--- config.mk ---
export PLATFORM = sky130hd
export DESIGN_NAME = rac_top
export DESIGN_NICKNAME = d
export VERILOG_FILES = /design/src/rtl/rac_pkg.sv /design/src/rtl/rac_match_if.sv /design/src/rtl/rac_match.sv /design/src/rtl/rac_top.sv
export SDC_FILE = /design/constraint.sdc
export NUM_CORES = 1
export LEC_CHECK = 0
export BUFFER_PORTS_ARGS = -buffer_cell sky130_fd_sc_hd__buf_4
export CAP_MARGIN = 20
export CORE_AREA = 5 5 101 103
export CTS_CLUSTER_SIZE = 40
export DETAILED_ROUTE_END_ITERATION = 8
export DIE_AREA = 0 0 106 108
export PLACE_DENSITY = 0.79
export SETUP_SLACK_MARGIN = 0.5
export SKIP_LAST_GASP = 1
export SLEW_MARGIN = 20
export SYNTH_ARGS = -nofsm -noshare
export SYNTH_HDL_FRONTEND = slang
export SYNTH_HIERARCHICAL = 1
export SYNTH_SLANG_ARGS = --single-unit
--- constraint.sdc ---
create_clock -name core_clk_i -period 3.7 [get_ports core_clk_i]
set_clock_uncertainty 0.2 [all_clocks]
set_input_delay 0.555 -clock core_clk_i [delete_from_list [all_inputs] [get_ports core_clk_i]]
set_output_delay 0.555 -clock core_clk_i [all_outputs]
set_load 0.05 [all_outputs]
--- src/rtl/rac_pkg.sv ---
// Purpose: Shared constants and types for the alarm control block
// Assumes: APB with 32-bit data, one aligned word per register
// Notes: Register offsets are byte addresses
package rac_pkg;
   localparam logic [11:0] RAC_ADDR_CTRL = 12'h000;
   localparam logic [11:0] RAC_ADDR_DATE = 12'h004;
   localparam logic [11:0] RAC_ADDR_TIME = 12'h008;
   localparam logic [11:0] RAC_ADDR_STAT = 12'h00C;
   localparam logic [11:0] RAC_ADDR_MASK = 12'h010;
   localparam int RAC_B_EN = 15;
   localparam int RAC_B_WRAP = 14;
   localparam int RAC_B_PIV = 13;
   localparam int RAC_B_SYNC = 12;
   localparam int RAC_B_IVH = 11;
   localparam int RAC_B_IVL = 8;
   localparam int RAC_B_RCH = 7;
   localparam logic [15:0] RAC_CTRL_RST = 16'h0000;
   localparam logic [23:0] RAC_DATE_RST = 24'h000000;
   localparam logic [23:0] RAC_TIME_RST = 24'h000000;
   localparam logic [7:0] RAC_CNT_ZERO = 8'h00;
   localparam logic [7:0] RAC_CNT_MAX = 8'hFF;
   localparam logic [23:0] RAC_DATE_WMASK = 24'h1F3F07;
   localparam logic [3:0] RAC_MONTH_TENS_MAX = 4'h1;
   localparam logic [7:0] RAC_FEB = 8'h02;
   localparam logic [7:0] RAC_DAY29 = 8'h29;
   localparam logic [1:0] RAC_LEAP_PHASE = 2'h0;
   localparam int RAC_SYNC_GUARD = 32;
   localparam logic [1:0] RAC_IRQ_ALARM = 2'h1;
   localparam logic [1:0] RAC_IRQ_SYNC = 2'h2;
   localparam logic [31:0] RAC_ZERO32 = 32'h00000000;
   typedef enum logic [3:0] {
      RAC_IV_HALF = 4'h0, RAC_IV_SEC = 4'h1, RAC_IV_SEC10 = 4'h2, RAC_IV_MIN = 4'h3,
      RAC_IV_MIN10 = 4'h4, RAC_IV_HOUR = 4'h5, RAC_IV_DAY = 4'h6, RAC_IV_WEEK = 4'h7,
      RAC_IV_MONTH = 4'h8, RAC_IV_YEAR = 4'h9
   } rac_interval_t;
   // Date fields: month tens/ones, day tens/ones, weekday
   typedef struct packed {
      logic [3:0] month_tens_digit;
      logic [3:0] month_ones;
      logic [3:0] day_tens;
      logic [3:0] day_ones;
      logic [3:0] unused;
      logic [3:0] weekday;
   } rac_date_t;
   // Time fields: hour, minute, second BCD pairs
   typedef struct packed {
      logic [7:0] hour;
      logic [7:0] minute;
      logic [7:0] second;
   } rac_time_t;
endpackage

--- src/rtl/rac_match_if.sv ---
// Purpose: Carries alarm comparison inputs and the match result
// Assumes: Single clock domain
// Notes: Used between the top and the comparator
`timescale 1ns/100ps
interface rac_match_if;
   import rac_pkg::*;
   rac_date_t now_date;
   rac_time_t now_time;
   rac_date_t alm_date;
   rac_time_t alm_time;
   logic [3:0] interval_select;
   logic [1:0] year_phase;
   logic half_tick;
   logic sec_tick;
   logic match;
   modport ctrl (output now_date, now_time, alm_date, alm_time, interval_select, year_phase,
      half_tick, sec_tick, input match);
   modport cmp (input now_date, now_time, alm_date, alm_time, interval_select, year_phase,
      half_tick, sec_tick, output match);
endinterface

--- src/rtl/rac_match.sv ---
// Purpose: Decides when the running time hits the alarm value
// Assumes: Ticks are one-cycle pulses at each half-second boundary
// Notes: Reserved interval codes never match
`timescale 1ns/100ps
module rac_match (
   rac_match_if.cmp m
);
   import rac_pkg::*;
   logic sec_eq, min_eq, hour_eq, wday_eq, day_eq, mon_eq, leap_ok;
   always_comb begin
      sec_eq = (m.now_time.second == m.alm_time.second);
      min_eq = (m.now_time.minute == m.alm_time.minute);
      hour_eq = (m.now_time.hour == m.alm_time.hour);
      wday_eq = (m.now_date.weekday == m.alm_date.weekday);
      day_eq = ({m.now_date.day_tens, m.now_date.day_ones} ==
         {m.alm_date.day_tens, m.alm_date.day_ones});
      mon_eq = ({m.now_date.month_tens_digit, m.now_date.month_ones} ==
         {m.alm_date.month_tens_digit, m.alm_date.month_ones});
      // Feb 29 only exists in the leap phase of the four-year cycle
      leap_ok = !(({m.alm_date.month_tens_digit, m.alm_date.month_ones} == RAC_FEB) &&
         ({m.alm_date.day_tens, m.alm_date.day_ones} == RAC_DAY29)) ||
         (m.year_phase == RAC_LEAP_PHASE);
      m.match = 1'b0;
      unique case (m.interval_select)
         RAC_IV_HALF: m.match = m.half_tick;
         RAC_IV_SEC: m.match = m.sec_tick;
         RAC_IV_SEC10: m.match = m.sec_tick && (m.now_time.second[3:0] == m.alm_time.second[3:0]);
         RAC_IV_MIN: m.match = m.sec_tick && sec_eq;
         RAC_IV_MIN10: m.match = m.sec_tick && sec_eq &&
            (m.now_time.minute[3:0] == m.alm_time.minute[3:0]);
         RAC_IV_HOUR: m.match = m.sec_tick && sec_eq && min_eq;
         RAC_IV_DAY: m.match = m.sec_tick && sec_eq && min_eq && hour_eq;
         RAC_IV_WEEK: m.match = m.sec_tick && sec_eq && min_eq && hour_eq && wday_eq;
         RAC_IV_MONTH: m.match = m.sec_tick && sec_eq && min_eq && hour_eq && day_eq;
         RAC_IV_YEAR: m.match = m.sec_tick && sec_eq && min_eq && hour_eq && day_eq &&
            mon_eq && leap_ok;
         default: m.match = 1'b0;
      endcase
   end
endmodule

--- src/rtl/rac_top.sv ---
// What this block does
// - Alarm events happen only while the alarm enable bit is set.
// - With repeat-wrap set, repeat count rolls 0x00 to 0xFF, alarms continue.
// - With repeat-wrap clear, repeat count stops at zero.
// - With alarm disabled, pulse initial value is writable and sets pulse level.
// - With alarm enabled, pulse value ignores writes and reads the live pulse.
// - Rollover-pending flag is clear only when over 32 ticks from rollover.
// - Interval field decodes half-second up to year; higher codes reserved.
// - Yearly alarm on February 29 fires once every four years.
// - Alarm event at count zero without repeat-wrap clears the enable bit.
// - Control register returns to reset state only on power-on reset.
// - Bit layout 15 enable,14 wrap,13 pulse,12 flag,11-8 interval,7-0 count.
// - Alarm date holds BCD month, day, weekday; month tens is zero or one.
// Purpose: Alarm control register, matcher and alarm pulse of a calendar clock
// Assumes: Timebase ticks and current time come from the rest of the clock unit
// Notes: sys_rst_i is the power-on reset; other resets are not wired in
`timescale 1ns/100ps
module rac_top (
   input wire logic core_clk_i,
   input wire logic sys_rst_i,
   input wire logic psel_i,
   input wire logic penable_i,
   input wire logic pwrite_i,
   input wire logic [11:0] paddr_i,
   input wire logic [31:0] pwdata_i,
   output logic [31:0] prdata_o,
   output logic pready_o,
   output logic pslverr_o,
   input wire logic unit_on_i,
   input wire logic [14:0] prescaler_i,
   input wire logic half_tick_i,
   input wire logic sec_tick_i,
   input wire logic [1:0] year_phase_i,
   input wire rac_pkg::rac_date_t now_date_i,
   input wire rac_pkg::rac_time_t now_time_i,
   output logic alarm_pulse_o,
   output logic alarm_event_o,
   output logic irq_o
);
   import rac_pkg::*;
   logic alarm_enable_bit_reg;
   logic wrap_reg;
   logic pulse_reg;
   logic rollover_pending_flag_reg;
   logic [3:0] interval_select_reg;
   logic [7:0] repeat_count_reg;
   rac_date_t alarm_date_value_reg;
   rac_time_t alarm_time_reg;
   logic [1:0] stat_reg;
   logic [1:0] mask_reg;
   logic [1:0] stat_next;
   logic access, wr, rd, hit_ctrl, hit_date, hit_time, hit_stat, hit_mask, mapped;
   logic fire, sync_set, sync_rise;
   logic [31:0] rdata;
   logic [15:0] ctrl_view;
   rac_match_if mif ();
   assign mif.now_date = now_date_i;
   assign mif.now_time = now_time_i;
   assign mif.alm_date = alarm_date_value_reg;
   assign mif.alm_time = alarm_time_reg;
   assign mif.interval_select = interval_select_reg;
   assign mif.year_phase = year_phase_i;
   assign mif.half_tick = half_tick_i;
   assign mif.sec_tick = sec_tick_i;
   rac_match u_match (
      .m(mif)
   );
   always_comb begin
      access = psel_i && penable_i;
      wr = access && pwrite_i;
      rd = access && !pwrite_i;
      hit_ctrl = (paddr_i == RAC_ADDR_CTRL);
      hit_date = (paddr_i == RAC_ADDR_DATE);
      hit_time = (paddr_i == RAC_ADDR_TIME);
      hit_stat = (paddr_i == RAC_ADDR_STAT);
      hit_mask = (paddr_i == RAC_ADDR_MASK);
      mapped = hit_ctrl || hit_date || hit_time || hit_stat || hit_mask;
      fire = mif.match && alarm_enable_bit_reg;
      // Prescaler counts down to zero at the half-second rollover
      sync_set = (prescaler_i <= 15'(RAC_SYNC_GUARD));
      sync_rise = sync_set && !rollover_pending_flag_reg;
   end
   always_comb begin
      ctrl_view = {alarm_enable_bit_reg, wrap_reg, pulse_reg, rollover_pending_flag_reg,
         interval_select_reg, repeat_count_reg};
      rdata = RAC_ZERO32;
      if (hit_ctrl) begin
         rdata = {16'h0000, ctrl_view};
      end else if (hit_date) begin
         rdata = {8'h00, alarm_date_value_reg};
      end else if (hit_time) begin
         rdata = {8'h00, alarm_time_reg};
      end else if (hit_stat) begin
         rdata = {30'h0, stat_reg};
      end else if (hit_mask) begin
         rdata = {30'h0, mask_reg};
      end
   end
   // Zero-wait APB slave: pready is high in every access phase
   always_ff @(posedge core_clk_i) begin
      if (sys_rst_i) begin
         pready_o <= 1'b0;
         pslverr_o <= 1'b0;
         prdata_o <= RAC_ZERO32;
      end else begin
         pready_o <= psel_i && !penable_i;
         pslverr_o <= psel_i && !penable_i && !mapped;
         if (psel_i && !penable_i && !pwrite_i) begin
            prdata_o <= rdata;
         end
      end
   end
   // Control word, reset only by power-on reset
   always_ff @(posedge core_clk_i) begin
      if (sys_rst_i) begin
         alarm_enable_bit_reg <= RAC_CTRL_RST[RAC_B_EN];
         wrap_reg <= RAC_CTRL_RST[RAC_B_WRAP];
         interval_select_reg <= RAC_CTRL_RST[RAC_B_IVH:RAC_B_IVL];
         repeat_count_reg <= RAC_CTRL_RST[RAC_B_RCH:0];
      end else begin
         if (wr && pready_o && hit_ctrl) begin
            alarm_enable_bit_reg <= pwdata_i[RAC_B_EN];
            wrap_reg <= pwdata_i[RAC_B_WRAP];
            interval_select_reg <= pwdata_i[RAC_B_IVH:RAC_B_IVL];
            repeat_count_reg <= pwdata_i[RAC_B_RCH:0];
         end
         // Hardware update wins over a write landing in the same cycle
         if (fire) begin
            if (repeat_count_reg != RAC_CNT_ZERO) begin
               repeat_count_reg <= repeat_count_reg - 8'h01;
            end else if (wrap_reg) begin
               repeat_count_reg <= RAC_CNT_MAX;
            end else begin
               repeat_count_reg <= RAC_CNT_ZERO;
               alarm_enable_bit_reg <= 1'b0;
            end
         end
      end
   end
   // Alarm pulse level doubles as the pulse initial value bit
   always_ff @(posedge core_clk_i) begin
      if (sys_rst_i) begin
         pulse_reg <= RAC_CTRL_RST[RAC_B_PIV];
      end else if (fire) begin
         pulse_reg <= !pulse_reg;
      end else if (wr && pready_o && hit_ctrl && !alarm_enable_bit_reg) begin
         pulse_reg <= pwdata_i[RAC_B_PIV];
      end
   end
   always_ff @(posedge core_clk_i) begin
      if (sys_rst_i) begin
         rollover_pending_flag_reg <= 1'b0;
      end else begin
         rollover_pending_flag_reg <= sync_set;
      end
   end
   // Alarm compare values; month tens digit trimmed to one bit
   always_ff @(posedge core_clk_i) begin
      if (sys_rst_i) begin
         alarm_date_value_reg <= RAC_DATE_RST;
         alarm_time_reg <= RAC_TIME_RST;
      end else begin
         if (wr && pready_o && hit_date) begin
            alarm_date_value_reg <= pwdata_i[23:0] & RAC_DATE_WMASK;
         end
         if (wr && pready_o && hit_time) begin
            alarm_time_reg <= pwdata_i[23:0];
         end
      end
   end
   always_comb begin
      stat_next = stat_reg;
      if (rd && pready_o && hit_stat) begin
         stat_next = 2'h0;
      end
      // Set wins over a clearing read
      if (fire) begin
         stat_next = stat_next | RAC_IRQ_ALARM;
      end
      if (sync_rise) begin
         stat_next = stat_next | RAC_IRQ_SYNC;
      end
   end
   always_ff @(posedge core_clk_i) begin
      if (sys_rst_i) begin
         stat_reg <= 2'h0;
         mask_reg <= 2'h0;
      end else begin
         stat_reg <= stat_next;
         if (wr && pready_o && hit_mask) begin
            mask_reg <= pwdata_i[1:0];
         end
      end
   end
   always_ff @(posedge core_clk_i) begin
      if (sys_rst_i) begin
         irq_o <= 1'b0;
         alarm_event_o <= 1'b0;
         alarm_pulse_o <= 1'b0;
      end else begin
         irq_o <= |(stat_next & mask_reg);
         alarm_event_o <= fire;
         alarm_pulse_o <= fire ? !pulse_reg : pulse_reg;
      end
   end
   // Unit-on input is only a software hazard qualifier; no hardware gating
   logic unused_on;
   assign unused_on = unit_on_i;
endmodule

==> flow_summary.toml, run 1 <==
[floorplanning]
fp.coreArea_um2 = 9110
io_pins = 154
die-area_um2 = 11400
initial_core_util_pct = 49.9
rows = 35
fp.dieW_um = 106
die_h_um = 108

[timing]
slew_viol_final = 0
max_freq_mhz = 339
period_minus_slack_ps = 2950
rsz0062_at_grt = "no"
setup_viol = 0
slew_headroom_pct = 51.9
tightest_slew_ps = 715
fin_crit_sh_pct = 79.7
hold_viol_final = 0
fin_setup_tns_ps = 0

[yosys]
netlist_area_um2 = 4550
yosysTopAreaCellShare_pct = 38.3
synth_seq_cells = 87
synth_top_area_cell = "dfxtp_1"
yosysSeqAreaShare_pct = 38.3
synth_edf_count = 0
synthFlopType = "dfxtp_1"
avgSynthCellArea_um2 = 8.10
yosys_warnings = 6
async_flop_share_pct = 0
syn_inst = 561
synthTopCellsByArea = "dfxtp_1, nand2_1, xnor2_1"
yosysUniqueCellTypes = 61

[layout]
syn2layout_area_growth_pct = 27.7
multiInputGateArea_um2 = 2660
drive_gt1_share_pct = 26.1
n_antenna_cell = 0
fin_util_pct = 63.7
regArea_um2 = 1740
layout.nets = 811
fillers = 810

[clocking]
cts_resized = 0
h-tree-depth = 3
cts_buffers = 9
cts_root_buf = "clkbuf_8"
postCtsSetupBuffers = 0
clock_tree.buffer_depth = 2
ctsHoldBuffers = 0
clock_latency_ps = 350
tritoncts = "done"
cts.clk_slew.worst_paths_ps = 90
cts.sinks = 87

[global_routing]
grt_pass1_wl_um = 23400
grt_max_degree = 44
antenna_found_initial = 0
overflow = 0
grt_pass1_vias = 4698
track_usage_pct = 25.5

[critical_path]
crit_fanout = 6
crit_type = "register to register"
start_kind = "register"
worstPathArrival_ps = 3010
cp_data_required_time_ps = 3760
critPathCaptureType = "register"

[route]
drtIter0Drc = 331
drt_wl_total_um = 14400
drc = 0
ant_nets = 0
first_pass_iters = 5
wire_per_inst_um = 17.8
via_count = 4699
vias_per_cell = 5.82

[run]
max-cap-violations = 0

[power_and_ir_drop]
p_leak_nw = 2.13
power.density_nw_per_um2 = 315
ir_worst_vdd_mv = 0.283

[placement]
hpwl_um = 10700
gp_congestion = 0.881
port_buffers = 132

[run_status]
status = "finished, final reports clean"

[worst_hold_path]
hp-class = "input port to register"
[routing by layer]
layer / up-vias / GRT usage [%] / wire length, µm
li1: 2246 / - / -
met3: 32 / 5.67 / 1350
met2: 231 / 44.6 / 7100
met5: - / 0 / 0
met1: 2190 / 31.2 / 5610
met4: 0 / 8.33 / 348
[worst max-delay path, cell delays in order (launching register included)]
cell,delay (ps)
dfxtp_1,360
or4_4,540
nor4_2,150
nand4_1,130
a31oi_1,260
o21ai_1,90
a31o_1,240
and2_0,320
nor3_1,220
a21oi_1,110
a22o_1,240
[layout by cell type (no fill, tap or decap), types with 9 or more instances in the layout]
master	instances
buf_4	141
nand2_1	106
dfxtp_1	87
a21oi_1	68
xnor2_1	42
nor2_1	30
nand3_1	22
conb_1	19
nor3_1	17
nand4_1	13
a221oi_1	10
o21ai_0	10
nor4_1	9
clkbuf_8	9
[kinds of logic after synthesis]
logic type      after synthesis  share of synthesized area [%]
compound gates              130                           18.1
xor+xnor                     46                           8.86
fa+ha+maj                     2                          0.550
buf+inv                      47                           5.12
flops                        87                           38.3
mux                           6                           1.40
other cells                   1                         0.0825
simple gates                242                           27.6
[per-stage QoR]
stage               cell area, µm²  hold slack, ps  total power [mW]  worst slack (ps)  std cells
finish                        5800             250              1.83               750        808
floorplan                     4610             254              1.10               960        579
detailed placement            5620             245              1.23               690        792
CTS                           5800             242              1.83               664        808
global route                  5800             245              1.90               563        808
global placement              5620             246              1.23               713        792
[final timing paths]
path / from / endpoint / slack [ps] / depth (start not counted)
setup / recovery: alarm_date_value_reg[18]$_SDFFE_PP0P_ / irq_o$_SDFF_PP0_ / 750 / 10
hold / removal: pwdata_i[22] / alarm_time_reg[22]$_SDFFE_PP0P_ / 250 / 3
setup reg to reg: alarm_date_value_reg[18]$_SDFFE_PP0P_ / irq_o$_SDFF_PP0_ / 750 / 10
hold reg to reg: prdata_o[20]$_SDFFE_PP0P_ / prdata_o[20]$_SDFFE_PP0P_ / 260 / 2
[layout make-up]
cell class	instances	share of cell area, %
Inverter	8	0.517
Sequential cell	87	30.0
Multi-Input combinational cell	445	45.8
Clock buffer	9	2.13
Clock inverter	7	0.949
Tap cell	111	2.39
Timing Repair Buffer	141	18.2
[power by group]
part	internal (mW)	switching, mW	leakage [nW]	total [mW]
Combinational	0.118	0.144	1.34	0.262
Sequential	0.945	0.00531	0.703	0.950
Clock	0.251	0.365	0.0866	0.616
[synthesized netlist by cell type, types with 3 or more instances]
cell and number:
xnor2_1 42, a21oi_1 68, inv_1 7, o221ai_1 7, or4_1 4, a221oi_1 10
a31oi_1 4, clkbuf_1 19, nand2b_1 5, o21a_1 6, dfxtp_1 87, o21ai_0 10
buf_2 9, nand2_1 107, nor3_1 17, nand4_1 13, nor2_1 31, nor3_2 3
mux2i_1 3, or3_1 4, mux2_2 3, a22oi_1 6, nor4b_1 3, nor4_2 4
xor2_1 4, nand3_1 22, nor4_1 9, a311oi_1 6, buf_4 10
Power figures use the tool's default switching activity.
==> inputs of run 2 (changes only) <==
ABC_AREA = 1   (was unset)
CORE_AREA = 5 5 105 107   (was 5 5 101 103)
DIE_AREA = 0 0 110 112   (was 0 0 106 108)
clock period = 2.85 ns   (was 3.7 ns; I/O delays follow)
==> run 2 against run 1 <==
  * Die area rose by 7.6%
  * Non-clock buffer count rose by 2
  * Worst hold slack got worse by 130 ps
  * Largest cell class unchanged
==> flow_summary.toml, run 2 <==
[run_status]
status = "finished, final reports clean"

[power_and_ir_drop]
ir_worst_vdd_mv = 0.309
p_clk_share_pct = 39.4
swShare_pct = 24.6
internal_power_mw = 2.00
p_leak_nw = 2.81
power.density_nw_per_um2 = 411
p_seq_share_pct = 46.6
p_switching_mw = 0.650
combPwrFrac_pct = 14.0

[route]
via_count = 5227
first_pass_iters = 5
drtIter0Drc = 288
wire_per_inst_um = 13.8
drt_wl_total_um = 14100
ant_nets = 0
drc = 0
vias_per_cell = 5.09

[clocking]
ctsHoldBuffers = 0
clock_tree.buffer_depth = 2
h-tree-depth = 3
tritoncts = "done"
cts.clk_slew.worst_paths_ps = 80
cts_buffers = 9
cts.sinks = 87
cts_root_buf = "clkbuf_8"
clock_latency_ps = 360

[layout]
syn2layout_area_growth_pct = 27.7
drive_gt1_share_pct = 22.9
final_common_cell = "buf_4"
layout.nets = 1005
fin_util_pct = 64.1
design_area_um2 = 6440
n_antenna_cell = 0
final_cell_mix = "buf_4, nand2_1, inv_1"

[critical_path]
crit_type = "register to register"
max_stage_delay_ps = 360
worstPathCellList = "or2_0, nor2_1, nand3_1, nand3_1, nand2_1, nand2_1, nand2_1, nand2_1, nand2_2, nand2_4, clkinvlp_4, or2_2, nand3_1, a21oi_1"
r2r_cells = 14
worstPathArrival_ps = 2280
reg2reg_to = "repeat_count_reg[2]$_SDFFE_PP0P_"
start_kind = "register"
critPathCaptureType = "register"
cp_data_required_time_ps = 2880
cpMaxStageDelayCell = "dfxtp_1"
timing.rr.start = "alarm_date_value_reg[12]$_SDFFE_PP0P_"
worst-r2r-setup-slack_ps = 610
cpMostUsedCell = "nand2_1"
crit_fanout = 5

[timing]
slew_viol_final = 0
hold_viol_final = 0
tightest_slew_ps = 567
max_freq_mhz = 446
fin_setup_tns_ps = 0
fin_crit_sh_pct = 78.7
rsz0062_at_grt = "no"
setup_viol = 0
period_minus_slack_ps = 2240
slew_headroom_pct = 62.1

[floorplanning]
io_pins = 154
rows = 37
die-area_um2 = 12300
initial_core_util_pct = 50.2
fp.dieW_um = 110
die_h_um = 112
fp.coreArea_um2 = 10000

[global_routing]
grt_max_degree = 49
grt_pass1_vias = 4771
grt_pass1_wl_um = 22200
track_usage_pct = 22.6
overflow = 0
antenna_found_initial = 0

[yosys]
synthFlopType = "dfxtp_1"
async_flop_share_pct = 0
yosysUniqueCellTypes = 39
synthTopCellsByArea = "dfxtp_1, nand2_1, o21ai_0"
yosys-top-cells-count = "nand2_1, inv_1, dfxtp_1, o21ai_0, nor2_1"
netlist_area_um2 = 5040
yosysMostFrequentCell = "nand2_1"
syn_inst = 747
avgSynthCellArea_um2 = 6.75
yosys_warnings = 6
yosysSeqAreaShare_pct = 34.5
yosysTopAreaCellShare_pct = 34.5
synth_edf_count = 0
synth_top_area_cell = "dfxtp_1"
synth_seq_cells = 87

[worst_hold_path]
min_from = "pwdata_i[15]"
hp-class = "input port to register"
min_path_cells = 3
holdPathEnd = "alarm_enable_bit_reg$_SDFF_PP0_"

[placement]
gp_congestion = 0.875
hpwl_um = 10600
post_dp_cell_area_um2 = 6130
port_buffers = 132

[run]
max-cap-violations = 0
## run 2: cell types whose count changed in the layout (fill, tap and decap cells not counted), sizes merged, moves of 7 or more
cell	previous run	this run
or2	0	12
nand2	109	127
o21bai	0	7
xnor2	42	22
nor4	14	1
a221oi	10	0
nor3	20	10
nor2	33	91
nand3	22	41
o21ai	11	91
inv	10	110
## run 2: routing by layer
layer	global-route usage (%)	part of all wire (%)	vias to the layer above
li1	-	-	2649
met1	28.2	40	2364
met2	39.1	50	193
met3	4.29	8.4	21
met4	6.48	1.7	0
met5	0	0	-
## run 2: area by class of cell
class | count | area [µm²]
clock buffers | 10 | 138
flip-flops and latches | 87 | 1750
clock inverters | 6 | 108
inverters | 111 | 423
fillers | 931 | 3610
repair inverters | 1 | 7.51
multi-input cells | 533 | 2760
repair buffers | 143 | 1090
well taps | 136 | 170
## run 2: power by group through the flow
stage	combinational (mW)	sequential (mW)	clock, mW
floorplan	0.161	1.30	0
global placement	0.361	1.26	0
detailed placement	0.365	1.26	0
CTS	0.367	1.23	1.05
global route	0.402	1.23	1.10
finish	0.371	1.23	1.04
## run 2: kinds of logic after synthesis
group,share of synthesized area (%)
buffers and inverters,13.0
adder cells (fa/ha/maj),0.496
AO/OA/AOI/OAI,19.5
AND/OR/NAND/NOR,27.1
XOR/XNOR,5.39
other,0.0744
flip-flops,34.5
## run 2: repair_timing
action                     CTS  global route
buffers inserted             0             1
setup endpoints to repair   10            10
gates cloned                 0             2
gates resized for setup      1            13
pin swaps                    0             1
## run 2: per-stage QoR
step,hold slack (ps),std cells,power [mW],setup WS [ps]
final,124,1027,2.65,607
after global routing,122,1027,2.74,485
after CTS,124,1024,2.65,525
after detailed placement,261,1008,1.63,250
after global placement,256,1008,1.62,327
after floorplan,237,767,1.46,549
## run 2: critical path: cells and delay by family (launching register included)
family	cells	cell delay [ps]
simple gates	12	1350
flops	1	360
buf+inv	1	140
compound gates	1	60
## run 2: how the worst max path moves through the flow
stage / startpoint / end / slack, ps / cells after the start
after CTS: alarm_date_value_reg[12]$_SDFFE_PP0P_ / repeat_count_reg[2]$_SDFFE_PP0P_ / 520 / 14
after global placement: now_time_i[7] / repeat_count_reg[2]$_SDFFE_PP0P_ / 330 / 13
after detailed placement: now_time_i[7] / repeat_count_reg[2]$_SDFFE_PP0P_ / 250 / 13
final: alarm_date_value_reg[12]$_SDFFE_PP0P_ / repeat_count_reg[2]$_SDFFE_PP0P_ / 610 / 14
after floorplan: now_time_i[1] / repeat_count_reg[1]$_SDFFE_PP0P_ / 550 / 14
after global routing: interval_select_reg[2]$_SDFFE_PP0N_ / repeat_count_reg[0]$_SDFFE_PP0P_ / 480 / 17
